<file path="src/gpx_cfg.svh">
`ifndef GPX_CFG_SVH
`define GPX_CFG_SVH
`define GPX_ADDR_FIXED   4'h7
`define GPX_REG_INPUT    2'h0
`define GPX_REG_OUTPUT   2'h1
`define GPX_REG_POLARITY 2'h2
`define GPX_REG_DIR      2'h3
`define GPX_RST_OUTPUT   8'hff
`define GPX_RST_POLARITY 8'h00
`define GPX_RST_DIR      8'hff
`endif

</file>
<file path="src/gpx_pkg.sv">
package gpx_pkg;
   typedef enum logic [2:0] {
      GPX_IDLE,
      GPX_ADDR,
      GPX_ACK,
      GPX_WRITE,
      GPX_READ,
      GPX_RACK,
      GPX_SKIP
   } gpx_state_t;
   typedef struct packed {
      logic [7:0] output_val;
      logic [7:0] polarity;
      logic [7:0] direction;
      logic [1:0] reg_select;
   } gpx_regs_t;
endpackage

</file>
<file path="src/gpx_expander.sv">
`timescale 1ns/100ps
`include "gpx_cfg.svh"
module gpx_expander (
   input  wire logic       clock,
   input  wire logic       nrst,
   input  wire logic       clk_en,
   input  wire logic       scl_in,
   input  wire logic       sda_in,
   output logic            sda_out,
   output logic            sda_oe,
   input  wire logic       addr_sel_0,
   input  wire logic       addr_sel_1,
   input  wire logic       addr_sel_2,
   input  wire logic [7:0] port_in,
   output logic      [7:0] high_side_driver,
   output logic      [7:0] low_side_driver,
   output logic      [7:0] port_oe,
   output logic            alert_out,
   output logic            alert_oe
);
   // ****************************************
   // Synchronisers
   // ****************************************
   logic [12:0] sync1;
   logic [12:0] sync2;
   logic        scl_d;
   logic        sda_d;
   always_ff @(posedge clock or negedge nrst) begin
      if (!nrst) begin
         // Bus lines reset to their idle high level so no false edge follows reset
         sync1 <= 13'h0300;
         sync2 <= 13'h0300;
         scl_d <= 1'b1;
         sda_d <= 1'b1;
      end else if (clk_en) begin
         sync1 <= {addr_sel_2, addr_sel_1, addr_sel_0, sda_in, scl_in, port_in};
         sync2 <= sync1;
         scl_d <= sync2[8];
         sda_d <= sync2[9];
      end
   end
   logic [7:0] pins;
   logic       scl;
   logic       sda;
   logic [2:0] addr_pins;
   assign pins      = sync2[7:0];
   assign scl       = sync2[8];
   assign sda       = sync2[9];
   assign addr_pins = sync2[12:10];
   logic scl_rise;
   logic scl_fall;
   logic start_c;
   logic stop_c;
   assign scl_rise = scl & ~scl_d;
   assign scl_fall = ~scl & scl_d;
   assign start_c  = scl & scl_d & sda_d & ~sda;
   assign stop_c   = scl & scl_d & ~sda_d & sda;

   // ****************************************
   // Serial slave and registers
   // ****************************************
   gpx_pkg::gpx_state_t state;
   gpx_pkg::gpx_state_t next_state;
   gpx_pkg::gpx_regs_t  regs;
   gpx_pkg::gpx_regs_t  next_regs;
   logic [7:0] shift;
   logic [7:0] next_shift;
   logic [3:0] bitcnt;
   logic [3:0] next_bitcnt;
   logic       is_read;
   logic       next_is_read;
   logic       have_cmd;
   logic       next_have_cmd;
   logic       drive_low;
   logic       next_drive_low;
   logic [7:0] captured;
   logic [7:0] next_captured;
   logic       alert;
   logic       next_alert;
   logic       port_oe_r;
   logic [1:0] warm_cnt;
   logic [7:0] read_val;

   // Reads of the input register return the synchronised pin levels through the polarity mask
   always_comb begin
      if (regs.reg_select == `GPX_REG_INPUT) begin
         read_val = pins ^ regs.polarity;
      end else if (regs.reg_select == `GPX_REG_OUTPUT) begin
         read_val = regs.output_val;
      end else if (regs.reg_select == `GPX_REG_POLARITY) begin
         read_val = regs.polarity;
      end else begin
         read_val = regs.direction;
      end
   end

   always_comb begin
      next_state     = state;
      next_regs      = regs;
      next_shift     = shift;
      next_bitcnt    = bitcnt;
      next_is_read   = is_read;
      next_have_cmd  = have_cmd;
      next_drive_low = drive_low;
      next_captured  = captured;
      if (start_c) begin
         next_state     = gpx_pkg::GPX_ADDR;
         next_bitcnt    = 4'h0;
         next_drive_low = 1'b0;
      end else if (stop_c) begin
         next_state     = gpx_pkg::GPX_IDLE;
         next_drive_low = 1'b0;
      end else begin
         case (state)
            gpx_pkg::GPX_ADDR, gpx_pkg::GPX_WRITE: begin
               if (scl_rise) begin
                  next_shift  = {shift[6:0], sda};
                  next_bitcnt = bitcnt + 4'h1;
               end
               if (scl_fall && bitcnt == 4'h8) begin
                  next_bitcnt = 4'h0;
                  if (state == gpx_pkg::GPX_ADDR) begin
                     // Address match on fixed bits and pin bits
                     if (shift[7:1] == {`GPX_ADDR_FIXED, addr_pins}) begin
                        next_is_read   = shift[0];
                        next_have_cmd  = 1'b0;
                        next_drive_low = 1'b1;
                        next_state     = gpx_pkg::GPX_ACK;
                     end else begin
                        next_state = gpx_pkg::GPX_SKIP;
                     end
                  end else begin
                     next_drive_low = 1'b1;
                     next_state     = gpx_pkg::GPX_ACK;
                     if (!have_cmd) begin
                        next_regs.reg_select = shift[1:0];
                        next_have_cmd        = 1'b1;
                     end else if (regs.reg_select == `GPX_REG_OUTPUT) begin
                        next_regs.output_val = shift;
                     end else if (regs.reg_select == `GPX_REG_POLARITY) begin
                        next_regs.polarity = shift;
                     end else if (regs.reg_select == `GPX_REG_DIR) begin
                        next_regs.direction = shift;
                     end
                  end
               end
            end
            gpx_pkg::GPX_ACK: begin
               if (scl_fall) begin
                  if (is_read) begin
                     next_shift     = read_val;
                     next_drive_low = ~read_val[7];
                     next_bitcnt    = 4'h1;
                     next_state     = gpx_pkg::GPX_READ;
                     if (regs.reg_select == `GPX_REG_INPUT) begin
                        next_captured = pins;
                     end
                  end else begin
                     next_drive_low = 1'b0;
                     next_state     = gpx_pkg::GPX_WRITE;
                  end
               end
            end
            gpx_pkg::GPX_READ: begin
               if (scl_fall) begin
                  if (bitcnt == 4'h8) begin
                     next_drive_low = 1'b0;
                     next_state     = gpx_pkg::GPX_RACK;
                  end else begin
                     next_shift     = {shift[6:0], 1'b0};
                     next_drive_low = ~shift[6];
                     next_bitcnt    = bitcnt + 4'h1;
                  end
               end
            end
            gpx_pkg::GPX_RACK: begin
               if (scl_rise) begin
                  // A master NACK ends the read
                  next_state = sda ? gpx_pkg::GPX_SKIP : gpx_pkg::GPX_ACK;
               end
            end
            default: begin
               next_drive_low = 1'b0;
            end
         endcase
      end
   end

   // Input capture on power-up is the live level so the alert starts quiet
   always_comb begin
      next_alert = (pins != captured);
   end

   always_ff @(posedge clock or negedge nrst) begin
      if (!nrst) begin
         state                <= gpx_pkg::GPX_IDLE;
         regs.output_val      <= `GPX_RST_OUTPUT;
         regs.polarity        <= `GPX_RST_POLARITY;
         regs.direction       <= `GPX_RST_DIR;
         regs.reg_select      <= `GPX_REG_INPUT;
         shift                <= 8'h00;
         bitcnt               <= 4'h0;
         is_read              <= 1'b0;
         have_cmd             <= 1'b0;
         drive_low            <= 1'b0;
         captured             <= 8'h00;
         alert                <= 1'b0;
         port_oe_r            <= 1'b0;
         warm_cnt             <= 2'h0;
      end else if (clk_en) begin
         state     <= next_state;
         regs      <= next_regs;
         shift     <= next_shift;
         bitcnt    <= next_bitcnt;
         is_read   <= next_is_read;
         have_cmd  <= next_have_cmd;
         drive_low <= next_drive_low;
         // Capture keeps following the pins until both synchroniser stages hold live levels
         captured  <= port_oe_r ? next_captured : pins;
         alert     <= port_oe_r ? next_alert : 1'b0;
         warm_cnt  <= {warm_cnt[0], 1'b1};
         port_oe_r <= warm_cnt[1];
      end
   end

   // ****************************************
   // Pin drivers
   // ****************************************
   logic [7:0] hs_r;
   logic [7:0] ls_r;
   logic [7:0] oe_r;
   genvar gi;
   generate
      for (gi = 0; gi < 8; gi++) begin : g_pin
         always_ff @(posedge clock or negedge nrst) begin
            if (!nrst) begin
               hs_r[gi] <= 1'b0;
               ls_r[gi] <= 1'b0;
               oe_r[gi] <= 1'b0;
            end else if (clk_en) begin
               // Direction bit one means input: both drivers off
               hs_r[gi] <= ~next_regs.direction[gi] & next_regs.output_val[gi];
               ls_r[gi] <= ~next_regs.direction[gi] & ~next_regs.output_val[gi];
               oe_r[gi] <= ~next_regs.direction[gi];
            end
         end
      end
   endgenerate

   assign high_side_driver = hs_r;
   assign low_side_driver  = ls_r;
   assign port_oe          = oe_r;
   assign sda_out          = 1'b0;
   assign sda_oe           = drive_low;
   assign alert_out        = 1'b0;
   assign alert_oe         = alert;

   // ****************************************
   // Checks
   // ****************************************
   a_input_hiz: assert property (@(posedge clock) disable iff (!nrst)
      regs.direction == 8'hff |-> (port_oe == 8'h00)) else $error("input pin driven");
   a_drive_excl: assert property (@(posedge clock) disable iff (!nrst)
      (high_side_driver & low_side_driver) == 8'h00) else $error("both drivers on");
   a_out_value: assert property (@(posedge clock) disable iff (!nrst)
      clk_en && $stable(regs) |=> (high_side_driver == (~regs.direction & regs.output_val)))
      else $error("output level wrong");
   a_alert_set: assert property (@(posedge clock) disable iff (!nrst)
      clk_en && port_oe_r && (pins != captured) |=> alert_oe) else $error("alert missing");
   a_alert_open: assert property (@(posedge clock) disable iff (!nrst)
      alert_out == 1'b0) else $error("alert drives high");
   a_dir_write: assert property (@(posedge clock) disable iff (!nrst)
      clk_en && !$stable(regs.direction) |-> $past(state) == gpx_pkg::GPX_WRITE)
      else $error("direction changed outside write");
   a_cmd_hold: assert property (@(posedge clock) disable iff (!nrst)
      !$stable(regs.reg_select) |-> !$past(have_cmd)) else $error("select changed");
   a_read_ack: assert property (@(posedge clock) disable iff (!nrst)
      state == gpx_pkg::GPX_ACK && clk_en && !start_c && !stop_c |-> sda_oe)
      else $error("ack not driven");
   c_ack: cover property (@(posedge clock) state == gpx_pkg::GPX_ACK);
   c_read: cover property (@(posedge clock) state == gpx_pkg::GPX_READ);
   c_alert: cover property (@(posedge clock) alert_oe);
   c_out: cover property (@(posedge clock) port_oe != 8'h00);
endmodule

</file>
<file path="config.mk">
export PLATFORM = sky130hd
export DESIGN_NAME = gpx_expander
export DESIGN_NICKNAME = d
export VERILOG_FILES = /design/src/gpx_pkg.sv /design/src/gpx_expander.sv
export VERILOG_INCLUDE_DIRS = /design/src
export SDC_FILE = /design/constraint.sdc
export NUM_CORES = 1
export LEC_CHECK = 0
export BUFFER_PORTS_ARGS = -buffer_cell sky130_fd_sc_hd__buf_2
export CAP_MARGIN = 20
export CORE_MARGIN = 5
export CORE_UTILIZATION = 58
export CTS_CLUSTER_SIZE = 20
export DETAILED_ROUTE_END_ITERATION = 16
export GPL_TIMING_DRIVEN = 0
export MAX_ROUTING_LAYER = met4
export PLACE_DENSITY = 0.77
export SLEW_MARGIN = 20
export SYNTH_ARGS = -nofsm -noshare
export SYNTH_HDL_FRONTEND = slang
export SYNTH_SLANG_ARGS = --single-unit
export TNS_END_PERCENT = 100
</file>
<file path="constraint.sdc">
create_clock -name clock -period 3.5 [get_ports clock]
set_clock_uncertainty 0.1 [all_clocks]
set_input_delay 0.875 -clock clock [delete_from_list [all_inputs] [get_ports clock]]
set_output_delay 0.875 -clock clock [all_outputs]
set_load 0.05 [all_outputs]
</file>
=== Word level (Yosys, flattened, before mapping) ===
Index checks and enable logic that the tools add are counted.

* Bits in latches: 0
* Output and inout bits: 28
* Bits in read-only memories: 0
* Flip-flop bits (word level): 108
* Bits in writable memories: 0
* Memories kept: 0

* Equality and inequality tests: 36
* Magnitude comparators: 0
* Reductions and logical operators: 15
* Div/mod/pow operators: 0
* Add/sub/neg operators: 1
* $mul: 0
* Bitwise logic cells: 51
* Multiplexer cells: 62
* Shifts and indexed selects: 0

{| class="wikitable"
|+ Operator list
! operator !! count
|-
| 8-bit two-way mux || 19
|-
| 26-bit two-way mux || 5
|-
| 3-bit two-way mux || 11
|-
| 4-bit two-way mux || 8
|-
| 7-bit AND reduction || 4
|-
| 1-bit NOT || 27
|-
| 24-bit two-way mux || 1
|-
| 4-bit inequality test (second input constant) || 6
|-
| 8-bit one-hot mux with 3 select lines || 1
|-
| 1-bit bitwise AND || 23
|-
| 2-bit inequality test (second input constant) || 10
|-
| 9-bit AND reduction || 2
|-
| 16-bit two-way mux || 1
|-
| 3-bit inequality test (second input constant) || 5
|-
| 1-bit two-way mux || 12
|-
| 3-bit one-hot mux with 4 select lines || 1
|-
| 4-bit one-hot mux with 3 select lines || 1
|-
| 6-bit AND reduction || 2
|-
| 8-bit inequality test || 1
|-
| 8-bit AND reduction || 1
|-
| 8-bit XOR || 1
|-
| 7-bit by 6-bit == test with 1-bit output || 1
|-
| 3-bit by 2-bit == test with 1-bit output (second input constant) || 2
|-
| 3-bit == test (second input constant) || 2
|-
| other kinds (15) || 18
|}

=== Depth between registers and ports, before layout ===
Gate-level depths: netlist of the first run.

* Word-level depth: 12
* Mapped depth: 8

=== Least setup slack after synthesis of the first run ===
No wires, ideal clock.

* Path kind: input-to-reg
* Start point: input clk_en
* End point: register regs[10] (netlist name)
* Data required time: 3.275 ns
* Library setup time: 0.125 ns
* Arrival time: 1.914 ns
* Setup slack: 1.361 ns
* Cell stages on the path: 4
* Path through: buf_2 nand4_2 nor3_4 mux2_2

* Longest elaborated chain between the ends: 1

{| class="wikitable"
|+ Ends and longest elaborated chain
! item !! RTL line !! text
|-
| from (decl) || gpx_expander.sv:6 || <nowiki>input wire logic clk_en,</nowiki>
|-
| 9-bit AND reduction (no line) || -- ||
|-
| to (signal assigned) || gpx_expander.sv:212 || <nowiki>regs <= next_regs;</nowiki>
|-
| to (decl) || gpx_expander.sv:64 || <nowiki>gpx_pkg::gpx_regs_t regs;</nowiki>
|}

No other way between the ends.
A chain may end at the register's enable or synchronous reset.

=== Worst setup path in the final report of the first run ===
* Start point: register shift[3]
* End point: register is_read

* Longest elaborated chain between the ends: 2

{| class="wikitable"
|+ Ends and longest elaborated chain
! item !! RTL line !! text
|-
| from (decl) || gpx_expander.sv:66 || <nowiki>logic [7:0] shift;</nowiki>
|-
| from (signal assigned) || gpx_expander.sv:213 || <nowiki>shift <= next_shift;</nowiki>
|-
| 7-bit by 6-bit == test with 1-bit output || gpx_expander.sv:124 || <nowiki>if (shift[7:1] == {`GPX_ADDR_FIXED, addr_pins}) begin</nowiki>
|-
| 7-bit AND reduction (no line) || -- ||
|-
| to (signal assigned) || gpx_expander.sv:215 || <nowiki>is_read <= next_is_read;</nowiki>
|-
| to (decl) || gpx_expander.sv:70 || <nowiki>logic is_read;</nowiki>
|}

No other way between the ends.

==> results.txt, run 1 <==
----------------------------------------------------
[Status]
  Status ... finished, final reports clean

[Route]
  Violation count after the first detailed-routing iteration ... 294
  Final WL ... around 13 mm
  Wire length per cell after detailed routing ... 18.5 µm
  Residual DRC count ... 0
  Drt pass-1 iters ... 5
  Routed vias ... 4,040
  Routed via count divided by cell count ... 5.91
  Remaining antenna violation count after routing ... 0

[Pwr]
  Leakage power ... 2.69 nW
  Max VDD drop ... 0.325 mV
  Power Density ... 551 nW/µm²
  Total power consumption of the routed design ... 3.44 mW

[Synthesis]
  Cell types with the highest counts after synthesis ... 86 x sky130_fd_sc_hd__dfrtp_1, 63 x sky130_fd_sc_hd__mux2_2, 35 x sky130_fd_sc_hd__nand2_1
  Sequential element share of the synthesized area ... 48.5%
  Post-synthesis async set-or-reset flop share ... between 90% and 100%
  Distinct cell type count of the synthesized netlist ... 70
  Dominant register cell in the synthesized netlist ... sky130_fd_sc_hd__dfrtp_1
  Number of warnings printed during yosys synthesis ... 0
  Synthesized flop and latch total ... approximately 110
  Share of the synthesized area in the top cell type ... roughly two fifths
  Dominant cell by count in the synthesized netlist ... sky130_fd_sc_hd__dfrtp_1
  Number of synthesized flops with an enable pin ... 0
  Netlist area before placement ... 5630 µm²
  Synth top area cells ... sky130_fd_sc_hd__dfrtp_1 38%, sky130_fd_sc_hd__mux2_2 13%, sky130_fd_sc_hd__dfstp_2 10%
  Post-Syn Area per Cell ... ~11 µm²
  Number of cells produced by synthesis ... around 490
  Largest area contributor in the synthesized netlist ... sky130_fd_sc_hd__dfrtp_1

[Die]
  Std-Cell Rows ... 36
  Die Width ... 109 µm
  Starting Density ... between 50% and 60%
  Die area ... 11,800 µm²
  I/O Pins ... 44
  Core ar. ... 9640 µm²
  Die boundary height ... 109 µm

[Timing]
  Count of final setup violators ... 0
  Max Fclk ... 423 MHz
  Worst hold margin ... 0.329 ns
  Period utilization ... between 60% and 70%
  Accumulated negative setup slack ... 0 ns
  Transition time at the pin with the least slew margin ... 0.668 ns
  Unrepaired setup endpoints after global routing ... no
  Final count of hold timing violations ... 0
  PnR worst setup slack ... 1.13 ns
  Worst slew margin relative to its limit ... a little under three fifths
  Slew Limit Fails ... 0
  Final critical delay including setup and external delays ... 2.37 ns

[Finish]
  Multi-input gate area ... 2700 µm²
  Antenna diode count ... 0
  Final Core Density ... 64.8%
  Area occupied by registers ... between 2000 and 3000 µm²
  Fraction of final layout cells sized beyond drive strength 1 ... 33.0%
  Net count, final ... ~560
  Post-route standard cell area excluding fillers ... 6250 µm²
  Count of non-filler cells in the finished layout ... 684
  Synthesis-to-finish area growth ... 10.9%
  Number of filler cells placed in the layout ... between 700 and 800

[Clock network]
  CTS buffer count ... 9
  Hold-fix buffer count after cts ... 0
  Cts repair resizes ... 0
  Clock transition at path regs ... 0.12 ns
  Buffer levels on the longest clock path ... 2
  CTS Root Buffer Type ... sky130_fd_sc_hd__clkbuf_8
  CTS tree ... yes
  Clock Sink Count ... 108
  Post-CTS Setup Inserts ... 0
  H-Tree Level Count ... 3
  Clock network latency to the later pin of the worst-skew pair ... ~0.39 ns

[Place]
  GP Congestion ... between 0.9 and 1
  Post-placement setup slack ... 0.827 ns
  Placed cell count ... 668
  Hpwl dp ... 8.96 mm
  Placed standard-cell area ... 6040 µm²
  Port-buffer cells ... 40

[Worst setup path]
  Data arrival time at the worst-slack endpoint ... about 2.5 ns
  Crit start category ... flip-flop
  Biggest fanout along the worst timing path ... 10
  Required time of the critical path ... ~3.7 ns
  Critical setup path kind ... reg2reg
  Reg2Reg Depth ... 6
  Critical Path End Type ... flip-flop

[Global route]
  Total global-route track usage ... 23.8%
  Wire length of the first global-routing pass ... 21.0 mm
  GRT overflow ... 0
  Largest net degree at the start of global routing ... 56
  Number of antenna violations at the first check in global routing ... 0
  Via count of the first global-routing pass ... a little over 4,000

[Hold path]
  Worst min-delay path class ... in2async

[Flow run]
  Max-cap viol count ... 0

----------------------------------------------------
## critical path: stages, from the launching register on
cell and delay [ns]:
sky130_fd_sc_hd__dfrtp_1 0.35, sky130_fd_sc_hd__clkbuf_1 0.41, sky130_fd_sc_hd__xor2_1 0.14, sky130_fd_sc_hd__nor4_1 0.57, sky130_fd_sc_hd__nand4_1 0.21, sky130_fd_sc_hd__nor2_1 0.14, sky130_fd_sc_hd__mux2_2 0.34
## registers in the layout, summed over array words and instances, names as in the netlist, 8 cells and up
register          count
regs                 26
captured              8
port_oe               8
low_side_driver       8
sync2                13
high_side_driver      8
sync1                13
shift                 8
## cells by family (layout without fill, tap and decap cells)
kind of cell    count (synthesis)  in the layout  share of synthesized area [%]
buf+inv                        46            103                           3.66
xor+xnor                       13             13                           2.02
simple gates                  130            130                           13.8
flops                         108            108                           48.5
fa+ha+maj                       2              2                          0.444
other cells                     1              2                         0.0666
mux                           104            104                           21.0
compound gates                 89             89                           10.5
## final timing paths
| check | startpoint | slack (ns) | endpoint |
|---|---|---|---|
| setup / recovery | shift[3]$_DFFE_PN0P_ | 1.13 | is_read$_DFFE_PN0P_ |
| hold / removal | nrst | 0.33 | bitcnt[2]$_DFFE_PN0P_ |
| setup reg to reg | shift[3]$_DFFE_PN0P_ | 1.13 | is_read$_DFFE_PN0P_ |
| hold reg to reg | warm_cnt[0]$_DFFE_PN0P_ | 0.37 | warm_cnt[0]$_DFFE_PN0P_ |
| max in group asynchronous | nrst | 2.28 | regs[6]$_DFFE_PN1P_ |
| min in group clock | warm_cnt[0]$_DFFE_PN0P_ | 0.37 | warm_cnt[0]$_DFFE_PN0P_ |
## layout make-up
cell class	count	area share (%)
sequential	108	43.7
multi-input combinational	340	43.2
timing repair buffer	41	3.74
tap	133	2.66
buffer	30	2.34
clock buffer	9	1.98
clock inverter	7	1.38
inverter	16	0.961
## layer usage
layer / GRT usage [%] / vias to the layer above / part of all wire, %
li1: - / 1875 / -
met3: 3.22 / 14 / 5.4
met1: 32.3 / 2025 / 46
met5: - / - / 0
met2: 37.0 / 126 / 48
met4: 8.48 / 0 / 1.3
## cell usage in the layout (no fill, tap or decap), drive strengths merged, types with 4 or more instances in the layout
cell type	Yosys	final
a21oi	17	17
a22oi	6	6
a31oi	7	7
and2	5	5
and3b	4	4
buf	17	58
clkbuf	13	22
clkinv	1	4
dfrtp	86	86
dfstp	22	22
inv	15	19
mux2	81	81
mux2i	22	22
nand2	38	38
nand2b	8	8
nand3	5	5
nand4	9	9
nor2	28	28
nor3	15	15
o211ai	7	7
o21ai	31	31
xnor2	10	10
## where the power goes
part	total, mW	leakage (nW)	switching (mW)	internal, mW
clock	0.796	0.105	0.504	0.292
combinational	1.06	1.35	0.623	0.439
sequential	1.58	1.24	0.165	1.42
Note: power is estimated with default switching activity, not from simulation.
==> run 2: changes to the inputs <==
- clock period: 3.5 -> 2.45 ns (I/O delays scaled with it)
==> run 2 against run 1 <==
  * First-iteration DRC count is 4.8% higher
  * Clock power increased by 43%
  * Critical path depth is 1 higher
  * Maximum frequency is 3.7% higher
  * Utilization increased by 0.065 points
  * Clock-buffer cell count is the same
  * Hold slack got worse by 0.26 ns
  * Cell area up 0.10%
  * Combinational power rose by 44%
  * Global-route usage unchanged
  * Non-clock buffer count unchanged
==> results.txt, run 2 (synthesized netlist as in run 1, its figures left out) <==
----------------------------------------------------
[Global route]
  Via count of the first global-routing pass ... slightly above 4,000
  Wire length of the first global-routing pass ... between 20 and 25 mm
  Largest net degree at the start of global routing ... 56
  Total global-route track usage ... 23.8%
  GRT overflow ... 0
  Number of antenna violations at the first check in global routing ... 0

[Place]
  GP Congestion ... a little over 0.9
  Hpwl dp ... 8.96 mm
  Port-buffer cells ... 40

[Timing]
  Final count of hold timing violations ... 0
  Final critical delay including setup and external delays ... about 2.3 ns
  Accumulated negative setup slack ... 0 ns
  Transition time at the pin with the least slew margin ... about 0.67 ns
  Max Fclk ... 438 MHz
  Period utilization ... 93.2%
  Unrepaired setup endpoints after global routing ... no
  Count of final setup violators ... 0
  Worst slew margin relative to its limit ... 55.1%
  Slew Limit Fails ... 0

[Pwr]
  Sequential share of power ... 45.9%
  Leakage power ... 2.69 nW
  Combinational power share ... 31.0%
  Power Density ... 788 nW/µm²
  Clock network fraction of total power ... 23.2%
  Max VDD drop ... ~0.47 mV
  Switching power of the nets ... 1.86 mW
  Cell internal power dissipation ... 3.07 mW
  Total power consumption of the routed design ... ~5 mW
  Switching Fraction ... approximately 38%

[Clock network]
  Cts repair resizes ... 0
  Clock transition at path regs ... 0.12 ns
  Clock Sink Count ... 108
  Post-CTS Setup Inserts ... 0
  H-Tree Level Count ... 3
  Hold-fix buffer count after cts ... 0
  CTS Root Buffer Type ... sky130_fd_sc_hd__clkbuf_8
  CTS tree ... yes
  Buffer levels on the longest clock path ... 2
  Clock network latency to the later pin of the worst-skew pair ... 0.39 ns
  CTS buffer count ... 9

[Route]
  Routed vias ... 4,052
  Final WL ... 12.7 mm
  Wire length per cell after detailed routing ... 18.5 µm
  Violation count after the first detailed-routing iteration ... between 300 and 400
  Routed via count divided by cell count ... 5.92
  Remaining antenna violation count after routing ... 0
  Residual DRC count ... 0
  Drt pass-1 iters ... 5

[Worst setup path]
  Crit start category ... flip-flop
  Peak per-stage delay on the critical path ... 0.43 ns
  Critical-path cell with the highest stage delay ... sky130_fd_sc_hd__dfrtp_1
  Critical setup path kind ... reg2reg
  Bufs and invs on worst path ... 1
  Data arrival time at the worst-slack endpoint ... ~2.5 ns
  Worst path top cell family by delay ... simple AND/OR/NAND/NOR gates
  Reg2Reg Depth ... 7
  Critical Path End Type ... flip-flop
  Required time of the critical path ... approximately 2.6 ns
  Number of cells on the critical path ... 7
  Series of cell instances along the critical path ... inv_1 > ha_1 > nand3b_1 > nor2_2 > nand4_2 > nor3_4 > mux2_2
  Biggest fanout along the worst timing path ... 8

[Finish]
  Number of filler cells placed in the layout ... ~770
  Most frequent cells in the layout ... 86 x sky130_fd_sc_hd__dfrtp_1, 63 x sky130_fd_sc_hd__mux2_2, 45 x sky130_fd_sc_hd__buf_2
  Net count, final ... 564
  Largest registers ... regs x26, sync1 x13, sync2 x13
  Most common cell after layout, fill and taps aside ... sky130_fd_sc_hd__dfrtp_1
  Fraction of final layout cells sized beyond drive strength 1 ... 33.2%
  Antenna diode count ... 0
  Register bank with the most flops ... regs
  Synthesis-to-finish area growth ... 11.0%
  Largest register FFs ... 26

[Die]
  Core ar. ... around 9600 µm²
  Die boundary height ... 109 µm
  I/O Pins ... 44
  Starting Density ... 58.5%
  Die Width ... 109 µm
  Std-Cell Rows ... 36
  Die area ... 11,800 µm²

[Flow run]
  Max-cap viol count ... 0

[Status]
  Status ... finished, final reports clean

[Hold path]
  Worst min-delay path class ... in2async

----------------------------------------------------
## run 2: worst paths after layout
path | endpoint | slack [ns] | from
max | regs[11]$_DFFE_PN0P_ | 0.17 | bitcnt[0]$_DFFE_PN0P_
max reg2reg | regs[11]$_DFFE_PN0P_ | 0.17 | bitcnt[0]$_DFFE_PN0P_
max in group asynchronous | regs[6]$_DFFE_PN1P_ | 1.49 | nrst
min in group clock | sync1[3]$_DFFE_PN0P_ | 0.34 | port_in[3]
min reg2reg | warm_cnt[0]$_DFFE_PN0P_ | 0.37 | warm_cnt[0]$_DFFE_PN0P_
min | bitcnt[2]$_DFFE_PN0P_ | 0.07 | nrst
## run 2: worst reg2reg max path: cells and delay by family, from the launching register on
kind	cells	cell delay, ns
simple gates	4	0.99
flops	1	0.43
mux	1	0.39
fa+ha+maj	1	0.16
buf+inv	1	0.09
## run 2: power by group through the flow
| stage | Clock [mW] | Combinational, mW | Sequential, mW |
|---|---|---|---|
| after global placement | 0 | 1.46 | 2.27 |
| after global routing | 1.25 | 1.68 | 2.29 |
| final | 1.14 | 1.53 | 2.26 |
| after CTS | 1.17 | 1.51 | 2.25 |
| after floorplan | 0 | 1.09 | 2.29 |
| after detailed placement | 0 | 1.50 | 2.29 |
## run 2: through the flow
step	cells	hold WS [ns]	area [µm²]	utilization [%]	setup WS, ns
after floorplan	494	0.217	5640	-	0.488
after global placement	667	0.346	6000	62.3	-0.548
after detailed placement	668	0.345	6040	62.6	0.0397
after CTS	684	0.0777	6250	64.8	0.129
after global routing	684	0.0866	6250	64.9	0.0358
final	684	0.0663	6250	64.9	0.168
## run 2: final cells by class
type | instances | area (µm²) | area share, %
flip-flops and latches | 108 | 2730 | 43.6
multi-input cells | 340 | 2710 | 43.3
repair buffers | 41 | 234 | 3.74
well taps | 133 | 166 | 2.66
plain buffers | 30 | 146 | 2.34
clock buffers | 9 | 124 | 1.98
clock inverters | 7 | 86.3 | 1.38
inverters | 16 | 60.1 | 0.960
## run 2: layer usage
metal	share of wire (%)	up-vias	global-route usage [%]	routed length, µm
li1	-	1873	-	-
met1	47	2041	32.3	5910
met2	47	123	37.0	6010
met3	4.6	15	3.22	581
met4	1.4	0	8.48	182
met5	0	-	-	0
